`config.mk`:
```
export PLATFORM = sky130hd
export DESIGN_NAME = eis_top
export DESIGN_NICKNAME = d
export VERILOG_FILES = /design/src/logic/eis_unused_guard.sv /design/src/pkg/eis_pkg.sv /design/src/pkg/eis_src_if.sv /design/src/logic/eis_chan_summary.sv /design/src/logic/eis_top.sv
export VERILOG_INCLUDE_DIRS = /design/src /design/src/pkg
export SDC_FILE = /design/constraint.sdc
export NUM_CORES = 1
export LEC_CHECK = 0
export ABC_AREA = 1
export BUFFER_PORTS_ARGS = -buffer_cell sky130_fd_sc_hd__clkbuf_2
export CAP_MARGIN = 40
export CORE_MARGIN = 5
export CORE_UTILIZATION = 42
export CTS_CLUSTER_SIZE = 28
export DETAILED_ROUTE_END_ITERATION = 8
export PLACE_DENSITY = 0.6
export SYNTH_ARGS = -nofsm -noshare
export SYNTH_HDL_FRONTEND = slang
export SYNTH_SLANG_ARGS = --single-unit
export TNS_END_PERCENT = 20
```
`constraint.sdc`:
```
create_clock -name clk -period 1.1 [get_ports clk]
set_input_delay 0.055 -clock clk [delete_from_list [all_inputs] [get_ports clk]]
set_output_delay 0.055 -clock clk [all_outputs]
set_load 0.005 [all_outputs]
```
`src/pkg/eis_params.svh`:
```
`ifndef EIS_PARAMS_SVH
`define EIS_PARAMS_SVH

`define EIS_NUM_CHAN 8
`define EIS_NUM_SRC 12
`define EIS_ADDR_W 15
`define EIS_DATA_W 8

`define EIS_SUMMARY_OFF 12'hb00
`define EIS_CLKCFG_OFF 12'h100
`define EIS_IRQ_STAT_OFF 12'hf00
`define EIS_IRQ_MASK_OFF 12'hf01

`define EIS_SPARE_STAT_OFF 12'hb0c
`define EIS_DLC0_STAT_OFF 12'hb06
`define EIS_DLC1_STAT_OFF 12'hb16
`define EIS_DLC2_STAT_OFF 12'hb26
`define EIS_DLC3_STAT_OFF 12'hb10
`define EIS_DLC4_STAT_OFF 12'hb18
`define EIS_DLC5_STAT_OFF 12'hb28
`define EIS_SLIP_STAT_OFF 12'hb08
`define EIS_ALARM0_STAT_OFF 12'hb02
`define EIS_ALARM1_STAT_OFF 12'hb0e
`define EIS_ALARM2_STAT_OFF 12'hb40
`define EIS_FRAMER_STAT_OFF 12'hb04

`define EIS_SRC_SPARE 0
`define EIS_SRC_DLC 1
`define EIS_SRC_SLIP 7
`define EIS_SRC_ALARM 8
`define EIS_SRC_FRAMER 11

`define EIS_BIT_SPARE 7
`define EIS_BIT_UNUSED 6
`define EIS_BIT_CLK_LOSS 5
`define EIS_BIT_ONE_SEC 4
`define EIS_BIT_DLC 3
`define EIS_BIT_SLIP 2
`define EIS_BIT_ALARM 1
`define EIS_BIT_FRAMER 0

`define EIS_CLKCFG_EN_BIT 0
`define EIS_SUMMARY_RST 8'h00
`define EIS_REG_RST 8'h00
`define EIS_SRC_RST 12'h000

`endif

```
`src/logic/eis_unused_guard.sv`:
```
`timescale 1ns/1ps
`default_nettype none
`default_nettype wire

```
`src/pkg/eis_pkg.sv`:
```
`include "eis_params.svh"

package eis_pkg;
    typedef logic [`EIS_DATA_W-1:0] eis_byte_t;
    typedef logic [`EIS_ADDR_W-1:0] eis_addr_t;
    typedef logic [11:0] eis_off_t;
    typedef logic [2:0] eis_chan_t;
    typedef logic [`EIS_NUM_SRC-1:0] eis_src_vec_t;
endpackage : eis_pkg

```
`src/pkg/eis_src_if.sv`:
```
`timescale 1ns/1ps
`default_nettype none

interface eis_src_if;
    import eis_pkg::*;
    eis_src_vec_t ev;
    eis_src_vec_t rd_clr;
    logic clk_loss;
    logic clk_loss_en;
    logic one_sec;
    eis_byte_t summary;

    modport chan (
        input ev,
        input rd_clr,
        input clk_loss,
        input clk_loss_en,
        input one_sec,
        output summary
    );

    modport top (
        output ev,
        output rd_clr,
        output clk_loss,
        output clk_loss_en,
        output one_sec,
        input summary
    );
endinterface : eis_src_if

`default_nettype wire

```
`src/logic/eis_chan_summary.sv`:
```
`timescale 1ns/1ps
`default_nettype none
`include "eis_params.svh"

module eis_chan_summary
    import eis_pkg::*;
(
    input wire logic clk,
    input wire logic rst_n,
    eis_src_if.chan src
);
    eis_src_vec_t pending;

    // A source event in the same cycle as the clearing read keeps the flag set.
    always_ff @(posedge clk or negedge rst_n) begin
        if (!rst_n) begin
            pending <= `EIS_SRC_RST;
        end else begin
            pending <= (pending & ~src.rd_clr) | src.ev;
        end
    end

    always_comb begin
        src.summary = `EIS_SUMMARY_RST;
        src.summary[`EIS_BIT_SPARE] = pending[`EIS_SRC_SPARE];
        src.summary[`EIS_BIT_UNUSED] = 1'b0;
        src.summary[`EIS_BIT_CLK_LOSS] = src.clk_loss & src.clk_loss_en;
        src.summary[`EIS_BIT_ONE_SEC] = src.one_sec;
        src.summary[`EIS_BIT_DLC] = |pending[`EIS_SRC_DLC +: 6];
        src.summary[`EIS_BIT_SLIP] = pending[`EIS_SRC_SLIP];
        src.summary[`EIS_BIT_ALARM] = |pending[`EIS_SRC_ALARM +: 3];
        src.summary[`EIS_BIT_FRAMER] = pending[`EIS_SRC_FRAMER];
    end
endmodule : eis_chan_summary

`default_nettype wire

```
`src/logic/eis_top.sv`:
```
`timescale 1ns/1ps
`default_nettype none
`include "eis_params.svh"

module eis_top
    import eis_pkg::*;
(
    input wire logic clk,
    input wire logic rst_n,
    input wire logic [`EIS_ADDR_W-1:0] addr,
    input wire logic [`EIS_DATA_W-1:0] wr_data,
    input wire logic wr_en,
    input wire logic rd_en,
    output logic [`EIS_DATA_W-1:0] rd_data,
    input wire logic [`EIS_NUM_CHAN-1:0] spare_bit_block_event,
    input wire logic [`EIS_NUM_CHAN-1:0][5:0] dlc_event,
    input wire logic [`EIS_NUM_CHAN-1:0] slip_event,
    input wire logic [`EIS_NUM_CHAN-1:0][2:0] alarm_event,
    input wire logic [`EIS_NUM_CHAN-1:0] framer_event,
    input wire logic [`EIS_NUM_CHAN-1:0] recovered_clock_loss_pending,
    input wire logic [`EIS_NUM_CHAN-1:0] one_second_event_pending,
    output logic irq
);
    // True when the access addresses the given local offset of the given channel.
    function automatic logic reg_hit(input eis_addr_t a, input eis_chan_t ch,
                                     input eis_off_t off);
        reg_hit = (a[14:12] == ch) && (a[11:0] == off);
    endfunction : reg_hit

    // Maps a source status offset to the pending flag that a read of it retires.
    function automatic eis_src_vec_t src_clr_mask(input eis_off_t off);
        src_clr_mask = `EIS_SRC_RST;
        unique case (off)
            `EIS_SPARE_STAT_OFF: src_clr_mask[`EIS_SRC_SPARE] = 1'b1;
            `EIS_DLC0_STAT_OFF: src_clr_mask[`EIS_SRC_DLC + 0] = 1'b1;
            `EIS_DLC1_STAT_OFF: src_clr_mask[`EIS_SRC_DLC + 1] = 1'b1;
            `EIS_DLC2_STAT_OFF: src_clr_mask[`EIS_SRC_DLC + 2] = 1'b1;
            `EIS_DLC3_STAT_OFF: src_clr_mask[`EIS_SRC_DLC + 3] = 1'b1;
            `EIS_DLC4_STAT_OFF: src_clr_mask[`EIS_SRC_DLC + 4] = 1'b1;
            `EIS_DLC5_STAT_OFF: src_clr_mask[`EIS_SRC_DLC + 5] = 1'b1;
            `EIS_SLIP_STAT_OFF: src_clr_mask[`EIS_SRC_SLIP] = 1'b1;
            `EIS_ALARM0_STAT_OFF: src_clr_mask[`EIS_SRC_ALARM + 0] = 1'b1;
            `EIS_ALARM1_STAT_OFF: src_clr_mask[`EIS_SRC_ALARM + 1] = 1'b1;
            `EIS_ALARM2_STAT_OFF: src_clr_mask[`EIS_SRC_ALARM + 2] = 1'b1;
            `EIS_FRAMER_STAT_OFF: src_clr_mask[`EIS_SRC_FRAMER] = 1'b1;
            default: src_clr_mask = `EIS_SRC_RST;
        endcase
    endfunction : src_clr_mask

    eis_byte_t summary [`EIS_NUM_CHAN];
    eis_byte_t summary_q [`EIS_NUM_CHAN];
    eis_byte_t irq_stat [`EIS_NUM_CHAN];
    eis_byte_t irq_mask [`EIS_NUM_CHAN];
    logic [`EIS_NUM_CHAN-1:0] clk_loss_en;
    logic [`EIS_NUM_CHAN-1:0] chan_irq;
    eis_chan_t acc_chan;
    eis_off_t acc_off;
    logic next_irq;
    eis_byte_t next_rd_data;

    assign acc_chan = addr[14:12];
    assign acc_off = addr[11:0];

    genvar ch;
    generate
        for (ch = 0; ch < `EIS_NUM_CHAN; ch++) begin : g_chan
            eis_src_if src ();
            eis_byte_t stat_w1c;

            assign src.ev = {framer_event[ch], alarm_event[ch], slip_event[ch],
                             dlc_event[ch], spare_bit_block_event[ch]};
            // Only a read retires a source flag; a write to the same offset does not.
            assign src.rd_clr = (rd_en && acc_chan == eis_chan_t'(ch))
                                ? src_clr_mask(acc_off) : `EIS_SRC_RST;
            assign src.clk_loss = recovered_clock_loss_pending[ch];
            assign src.clk_loss_en = clk_loss_en[ch];
            assign src.one_sec = one_second_event_pending[ch];
            assign summary[ch] = src.summary;

            eis_chan_summary u_summary (
                .clk(clk),
                .rst_n(rst_n),
                .src(src.chan)
            );

            always_ff @(posedge clk or negedge rst_n) begin
                if (!rst_n) begin
                    clk_loss_en[ch] <= 1'b0;
                end else if (wr_en && reg_hit(addr, eis_chan_t'(ch), `EIS_CLKCFG_OFF)) begin
                    clk_loss_en[ch] <= wr_data[`EIS_CLKCFG_EN_BIT];
                end
            end

            always_ff @(posedge clk or negedge rst_n) begin
                if (!rst_n) begin
                    irq_mask[ch] <= `EIS_REG_RST;
                end else if (wr_en && reg_hit(addr, eis_chan_t'(ch), `EIS_IRQ_MASK_OFF)) begin
                    irq_mask[ch] <= wr_data;
                end
            end

            always_ff @(posedge clk or negedge rst_n) begin
                if (!rst_n) begin
                    summary_q[ch] <= `EIS_SUMMARY_RST;
                end else begin
                    summary_q[ch] <= summary[ch];
                end
            end

            assign stat_w1c = (wr_en && reg_hit(addr, eis_chan_t'(ch), `EIS_IRQ_STAT_OFF))
                              ? wr_data : `EIS_REG_RST;

            // A rising summary bit wins over a write-one-to-clear in the same cycle.
            always_ff @(posedge clk or negedge rst_n) begin
                if (!rst_n) begin
                    irq_stat[ch] <= `EIS_REG_RST;
                end else begin
                    irq_stat[ch] <= (irq_stat[ch] & ~stat_w1c) | (summary[ch] & ~summary_q[ch]);
                end
            end

            assign chan_irq[ch] = |(irq_stat[ch] & irq_mask[ch]);
        end
    endgenerate

    assign next_irq = |chan_irq;

    always_ff @(posedge clk or negedge rst_n) begin
        if (!rst_n) begin
            irq <= 1'b0;
        end else begin
            irq <= next_irq;
        end
    end

    // Writes to the summary offset fall through unused, so the register stays read-only.
    always_comb begin
        next_rd_data = `EIS_REG_RST;
        unique case (acc_off)
            `EIS_SUMMARY_OFF: next_rd_data = summary[acc_chan];
            `EIS_CLKCFG_OFF: next_rd_data[`EIS_CLKCFG_EN_BIT] = clk_loss_en[acc_chan];
            `EIS_IRQ_STAT_OFF: next_rd_data = irq_stat[acc_chan];
            `EIS_IRQ_MASK_OFF: next_rd_data = irq_mask[acc_chan];
            default: next_rd_data = `EIS_REG_RST;
        endcase
    end

    // Read data stand for exactly the cycle after the strobe and are zero otherwise.
    always_ff @(posedge clk or negedge rst_n) begin
        if (!rst_n) begin
            rd_data <= `EIS_REG_RST;
        end else if (rd_en) begin
            rd_data <= next_rd_data;
        end else begin
            rd_data <= `EIS_REG_RST;
        end
    end
endmodule : eis_top

`default_nettype wire

```
==> impl_results.rst, run 1 <==
.. list-table::
   :header-rows: 1

   * - Metric
     - Value
   * - Post-detailed-routing wire length
     - 45.8 mm
   * - Hold Violations, Final
     - 14
   * - Number of synthesized flops with an enable pin
     - 0
   * - Share of total power in the clock network
     - 46.7%
   * - Largest buffer count on any clock path
     - 3
   * - Largest net degree at the start of global routing
     - 62
   * - DIE AREA
     - 0.0356 mm^2
   * - Sort of element at the start of the critical path
     - flip-flop
   * - Total power divided by cell area
     - 1260 mW/mm^2
   * - Number of filler instances in the final layout
     - 2747
   * - Synth cell types
     - 33
   * - Number of CTS-inserted buffers
     - 34
   * - Die width
     - 189 um
   * - Path class of the lowest-slack min-delay path
     - primary input to asynchronous set/reset pin
   * - Violated checks
     - negative hold slack, negative setup slack
   * - Setup repair after global routing missed its margin
     - true
   * - Average vias per placed instance
     - 4.97
   * - Post-synth top area share
     - 55.4%
   * - Reg2reg path depth
     - 6
   * - Most frequent cell after synthesis
     - nand2_1
   * - Total number of vias
     - 12800
   * - Mean post-synth cell area
     - 8.21 um^2
   * - Max-slew headroom at the worst pin
     - 72.5%
   * - CTS root buffer
     - clkbuf_16
   * - Sink Count
     - 297
   * - Final-report max-slew violation count
     - 0
   * - Placed wire-length estimate
     - 32.7 mm
   * - Sum of overflow across all layers after global routing
     - 0
   * - Async set or reset register ratio after synthesis
     - 100%
   * - Top layer used by detailed routing
     - met4
   * - Setup Skew
     - 0.0206 ns
   * - Post-synth top cells
     - nand2_1, dfrtp_1, o21ai_0, inv_1, nor2_1
   * - Wire per inst
     - 17.8 um
   * - Clk Latency, worst-skew pair
     - 0.53 ns
   * - Yosys reg bits
     - 297
   * - Achievable frequency
     - 0.736 GHz
   * - Kind of capture point of the worst setup path
     - flip-flop
   * - Detailed route wirelength on metal2
     - 21.5 mm
   * - Vertical extent of the die
     - 189 um
   * - Pre-CTS setup slack
     - -0.476 ns
   * - Number of placed I/O pins
     - 148
   * - Most frequently used flop master after synthesis
     - dfrtp_1
   * - Switching power as a share of total power
     - 23.3%
   * - Status
     - complete, but fails checks
   * - Sequential share of power
     - 44.7%
   * - DRC violations left
     - 0
   * - DP Cell Count
     - 2389
   * - Clock transition at path regs
     - 0.05 ns
   * - Initial DRT Pass Iterations
     - 6
   * - Clock period minus final worst setup slack
     - 1.36 ns
   * - Setup slack after layout
     - -0.258 ns
   * - Global-route wire length before repair
     - 72.2 mm
   * - Psw
     - 5.71 mW
   * - Sequential share of the synthesized area
     - 55.4%
   * - Detail Route Antenna Nets
     - 0
   * - Total area of sequential cells
     - 0.00743 mm^2
   * - Tightest Pin Transition
     - 0.413 ns
   * - # diodes
     - 0
   * - Cell area after synthesis
     - 0.0134 mm^2
   * - Worst hold slack
     - -0.0175 ns
   * - Layout Area Growth over Synthesis
     - 44.8%
   * - Total track usage
     - 25.7%
   * - Overall power of the completed layout
     - 24.5 mW
   * - Total core area
     - 0.0316 mm^2
   * - Post-layout utilization of the core
     - 61.6%
   * - Finished Layout Cells
     - 2572
   * - Post-Route Setup TNS
     - -0.861 ns
   * - Number of failing setup endpoints in the final timing report
     - 11
   * - Effective utilization at floorplan
     - 42.5%
   * - Number of antenna violations at the first check in global routing
     - 0
   * - Internal power contribution
     - 18.8 mW
   * - Worst vdd rail ir drop
     - 0.00126 V
   * - Standby leakage power
     - 9.42 nW
   * - Number of global-route vias before repair
     - 13200
   * - Final Wtd Congestion
     - 0.911
   * - Proportion of power drawn by combinational gates
     - 8.6%
   * - Maximum Capacitance Violations
     - 0
   * - Routed length on met1
     - 20.0 mm
   * - Count of standard-cell rows
     - 65
   * - Final standard cell area without fillers
     - 0.0194 mm^2
   * - Number of nets at the end of the flow
     - 2288
   * - Critical path class
     - flip-flop to flip-flop
   * - Area of combinational cells with multiple inputs
     - 0.00513 mm^2
   * - Dominant cell type by area after synthesis
     - dfrtp_1
   * - Clock tree from TritonCTS
     - built
   * - WP data required
     - 1.48 ns
   * - Number of I/O port buffers
     - 147
   * - Post-synthesis instance total
     - 1634
   * - CP max FO
     - 2
   * - Arrival time reported for the critical path endpoint
     - 1.74 ns
   * - Area after DPL
     - 0.0167 mm^2
   * - Synthesized netlist net count
     - 1773
   * - Share of post-route cells with drive strength above 1
     - 27.7%
   * - Yosys warning total
     - 0
   * - Fraction of the cycle the final worst path needs
     - 123%
   * - Count of routing violations after the opening detailed-route iteration
     - 984
   * - Detailed route wirelength on metal3
     - 2.80 mm
   * - Number of H-tree branching levels
     - 2
   * - Most area-consuming cells after synthesis
     - dfrtp_1, nand2_1, o21ai_0, inv_1, nor2_1
cells by family (layout without fill, tap and decap cells):
family	after synthesis	in the layout	share of synthesized area, %
compound gates	351	351	14.2
buf+inv	299	835	9.10
flops	297	297	55.4
simple gates	687	687	21.3
critical path: stages (launching register included):
cell and delay (ns):
dfrtp_1 0.41, nand2_2 0.10, o21ai_2 0.06, nor4_2 0.30, nand2_1 0.10, nor2_2 0.14
nand2_1 0.10
layer usage:
layer	global-route usage [%]	vias up
met3	3.93	95
li1	-	6213
met1	35.3	6041
met5	0	-
met2	42.2	442
met4	8.13	0
path summary, 6_finish.rpt:
path	startpoint	end	slack (ns)
min in group clk	wr_data[5]	irq_mask[13]	0.04
worst max-delay path	irq_mask[14]	irq	-0.26
worst min register to register	g_chan[2].u_summary.pending[7]	summary_q[42]	0.37
max in group asynchronous	rst_n	irq_stat[7]	0.51
worst max register to register	irq_mask[14]	irq	-0.26
worst min-delay path	rst_n	irq_stat[29]	-0.02
cell usage in the layout (no fill, tap or decap), types with 8 or more instances in the layout:
cell type / n
dfrtp_1: 295
buf_12: 27
clkbuf_2: 145
nor2_1: 152
buf_6: 8
o21ai_2: 9
nand3_2: 15
a21oi_2: 9
inv_1: 228
a21oi_1: 18
nor2_2: 23
o21ai_0: 248
nor2_4: 13
nand4_1: 28
clkbuf_16: 35
inv_2: 18
clkbuf_8: 9
dlygate4sd3_1: 120
nand2_1: 375
buf_4: 228
nand2_2: 25
nor3_2: 10
nand3_1: 35
o21bai_1: 36
o21ai_1: 17
sequential cells by signal (all words and copies together) (netlist names):
signal and flops:
irq_mask 64, irq_stat 64, irq 1, summary_q 56, rd_data 8, g_chan.src.clk_loss_en 8
g_chan.u_summary.pending 96
timing repair:
action,in CTS,in global routing
buffers inserted,2,7
gates resized for setup,29,107
endpoints found under the hold margin,461,0
pin swaps,20,50
setup endpoints to repair,11,86
hold buffers,120,0
power groups by stage:
stage          clock network [mW]  registers (mW)  logic (mW)
2_1_floorplan                   0            11.2       0.537
6_report                     11.5            11.0        2.12
4_1_cts                      11.7            11.0        2.05
3_5_place_dp                    0            11.2        1.70
3_3_place_gp                    0            11.2        1.69
5_1_grt                      12.1            11.0        2.30
cell type report:
| type | count | share of cell area (%) |
|---|---|---|
| clock buffer | 48 | 5.22 |
| inverter | 248 | 4.82 |
| multi-input combinational | 1038 | 26.4 |
| tap | 402 | 2.59 |
| sequential | 297 | 38.3 |
| clock inverter | 9 | 0.618 |
| timing repair buffer | 530 | 22.1 |
Power figures use the tool's default switching activity.
==> inputs of run 2 (changes only) <==
- CELL_PAD_IN_SITES_DETAIL_PLACEMENT: not set -> 0
- CELL_PAD_IN_SITES_GLOBAL_PLACEMENT: not set -> 1
- CORE_UTILIZATION: 42 -> 40
- PLACE_DENSITY: 0.6 -> 0.73
==> impl_results.rst, run 2 (same netlist as run 1, synthesis figures left out) <==
.. list-table::
   :header-rows: 1

   * - Metric
     - Value
   * - Status
     - complete, but fails checks (unchanged)
   * - Violated checks
     - negative setup slack (was negative hold slack, negative setup slack)
   * - Post-Route Setup TNS
     - -0.946 ns (was -0.861 ns)
   * - Area of combinational cells with multiple inputs
     - 0.00502 mm^2 (was 0.00513 mm^2)
   * - Most common cell after layout, fill and taps aside
     - nand2_1 (unchanged)
   * - Cell repeated most along the worst path
     - nand2_1 (unchanged)
   * - Setup Skew
     - 0.0133 ns (was 0.0206 ns)
   * - Kind of cell with the highest combined delay on the critical path
     - simple AND/OR/NAND/NOR gates (unchanged)
   * - Setup repair after global routing missed its margin
     - true (unchanged)
   * - Top library cells by usage in the layout, fill and taps aside
     - nand2_1, dfrtp_1, o21ai_0 (unchanged)
   * - Flip-flop count of the largest register after layout
     - 96 (unchanged)
   * - Post-detailed-routing wire length
     - 45.6 mm (was 45.8 mm)
   * - Kind of capture point of the worst setup path
     - flip-flop (unchanged)
   * - Count of standard-cell rows
     - 67 (was 65)
   * - Final Wtd Congestion
     - 0.894 (was 0.911)
   * - Total number of vias
     - 12700 (was 12800)
   * - Post-layout utilization of the core
     - 58.4% (was 61.6%)
   * - Sink Count
     - 297 (unchanged)
   * - Total core area
     - 0.0333 mm^2 (was 0.0316 mm^2)
   * - Max-slew headroom at the worst pin
     - 71.1% (was 72.5%)
   * - Vertical extent of the die
     - 193 um (was 189 um)
   * - Average vias per placed instance
     - 4.85 (was 4.97)
   * - Sum of overflow across all layers after global routing
     - 0 (unchanged)
   * - Number of filler instances in the final layout
     - 3043 (was 2747)
   * - Detail Route Antenna Nets
     - 0 (unchanged)
   * - Die width
     - 193 um (was 189 um)
   * - Placed wire-length estimate
     - 33.9 mm (was 32.7 mm)
   * - Slowest stage delay, CP
     - 0.42 ns (was 0.41 ns)
   * - Arrival time reported for the critical path endpoint
     - 1.72 ns (was 1.74 ns)
   * - WP data required
     - 1.49 ns (was 1.48 ns)
   * - Critical path class
     - flip-flop to flip-flop (unchanged)
   * - Register with the highest flop count
     - g_chan.u_summary.pending (unchanged)
   * - Layout Area Growth over Synthesis
     - 44.8% (about the same)
   * - Number of placed I/O pins
     - 148 (unchanged)
   * - Total power divided by cell area
     - 1280 mW/mm^2 (was 1260 mW/mm^2)
   * - Worst vdd rail ir drop
     - 0.000899 V (was 0.00126 V)
   * - Hold Violations, Final
     - 0 (was 14)
   * - Clk Latency, worst-skew pair
     - 0.52 ns (was 0.53 ns)
   * - Proportion of power drawn by combinational gates
     - 8.4% (was 8.6%)
   * - Count of routing violations after the opening detailed-route iteration
     - 748 (was 984)
   * - Number of global-route vias before repair
     - 13100 (was 13200)
   * - Total area of sequential cells
     - 0.00743 mm^2 (about the same)
   * - Switching power as a share of total power
     - 22.9% (was 23.3%)
   * - DRC violations left
     - 0 (unchanged)
   * - Maximum Capacitance Violations
     - 0 (unchanged)
   * - Achievable frequency
     - 0.753 GHz (was 0.736 GHz)
   * - Standby leakage power
     - 9.40 nW (was 9.42 nW)
   * - Internal power contribution
     - 19.2 mW (was 18.8 mW)
   * - Total track usage
     - 25.1% (was 25.7%)
   * - Largest net degree at the start of global routing
     - 65 (was 62)
   * - Share of total power in the clock network
     - 47.5% (was 46.7%)
   * - Number of I/O port buffers
     - 147 (unchanged)
   * - Clock period minus final worst setup slack
     - 1.33 ns (was 1.36 ns)
   * - Clock tree from TritonCTS
     - built (unchanged)
   * - CTS root buffer
     - clkbuf_16 (unchanged)
   * - Internal reg-to-reg setup slack
     - -0.23 ns (was -0.26 ns)
   * - Number of antenna violations at the first check in global routing
     - 0 (unchanged)
   * - Largest buffer count on any clock path
     - 3 (unchanged)
   * - Sequential share of power
     - 44.1% (was 44.7%)
   * - Number of CTS-inserted buffers
     - 35 (was 34)
   * - Slowest stage cell on the critical path
     - dfrtp_1 (unchanged)
   * - Path class of the lowest-slack min-delay path
     - primary input to asynchronous set/reset pin (unchanged)
   * - Effective utilization at floorplan
     - 40.3% (was 42.5%)
   * - Final-report max-slew violation count
     - 0 (unchanged)
   * - Share of post-route cells with drive strength above 1
     - 26.0% (was 27.7%)
   * - Sort of element at the start of the critical path
     - flip-flop (unchanged)
   * - Clock transition at path regs
     - 0.06 ns (was 0.05 ns)
   * - Number of nets at the end of the flow
     - 2285 (was 2288)
   * - Tightest Pin Transition
     - 0.429 ns (was 0.413 ns)
   * - Number of failing setup endpoints in the final timing report
     - 10 (was 11)
   * - Initial DRT Pass Iterations
     - 5 (was 6)
   * - Setup slack after layout
     - -0.227 ns (was -0.258 ns)
   * - CP Buf/Inv Count
     - 0 (unchanged)
   * - Series of cell instances along the critical path
     - nand2_1 -> o2111ai_1 -> nor2_1 -> nand2_1 -> nor2_2 -> nand2_1 (was nand2_2 -> o21ai_2 -> nor4_2 -> nand2_1 -> nor2_2 -> nand2_1)
   * - DIE AREA
     - 0.0373 mm^2 (was 0.0356 mm^2)
   * - Registers with the most flip-flops
     - g_chan.u_summary.pending: 96 flops, irq_mask: 64 flops, irq_stat: 64 flops (unchanged)
   * - Psw
     - 5.71 mW (about the same)
   * - CP max FO
     - 3 (was 2)
   * - Global-route wire length before repair
     - 72.2 mm (about the same)
   * - Number of H-tree branching levels
     - 2 (unchanged)
   * - # diodes
     - 0 (unchanged)
   * - Wire per inst
     - 17.4 um (was 17.8 um)
   * - Fraction of the cycle the final worst path needs
     - 121% (was 123%)
-- run 2: worst reg2reg max path, delay by kind of cell, from the launching register on --
kind            cells  cell delay (ns)
flops               1             0.42
simple gates        5             0.55
compound gates      1             0.23
-- run 2: cell type report --
cell class              instances  area share (%)
clock inverters                 8           0.683
multi-input cells            1038            25.9
flip-flops and latches        297            38.2
repair buffers                526            22.2
inverters                     248            4.82
well taps                     448            2.88
clock buffers                  52            5.36
-- run 2: layer usage --
metal	vias up	global-route usage (%)	part of all wire, %
li1	6199	-	-
met1	6051	35.0	45
met2	350	41.9	47
met3	85	3.58	5.0
met4	0	5.96	2.5
met5	-	0	0
-- run 2: final timing paths --
check | startpoint | to | cells after the start
worst min-delay path | rst_n | irq_mask[37] | 2
max in group asynchronous | rst_n | g_chan[1].u_summary.pending[4] | 3
worst min register to register | g_chan[2].u_summary.pending[7] | summary_q[42] | 0
worst max register to register | irq_stat[26] | irq | 6
min in group clk | rd_en | rd_data[3] | 3
worst max-delay path | irq_stat[26] | irq | 6
-- run 2: metrics by stage --
stage                     instance area [um^2]  total power [mW]  hold WS, ns  cells  worst slack [ns]
after detailed placement                 16800              12.9      -0.0514   2434            -0.508
after CTS                                19200              25.1      0.00435   2615            -0.202
after global routing                     19400              25.8       0.0334   2617            -0.265
after global placement                   16800              12.9      -0.0513   2434            -0.488
final                                    19400              24.9       0.0166   2617            -0.227
after floorplan                          13500              11.7       -0.241   1634           -0.0833
-- run 2: timing repair --
item                       CTS  global route
setup buffers                0             2
hold buffers               121             0
pin swaps                   15            36
gates resized for setup     27            80
hold endpoints to repair   468             0
cloned                       0             0
setup endpoints to repair   10           102
-- run 2: power by group through the flow --
stage | Sequential [mW] | Clock [mW] | Combinational (mW)
after detailed placement | 11.2 | 0 | 1.71
after CTS | 11.0 | 12.1 | 2.06
final | 11.0 | 11.8 | 2.09
after global routing | 11.0 | 12.6 | 2.28
after floorplan | 11.2 | 0 | 0.537
after global placement | 11.2 | 0 | 1.70
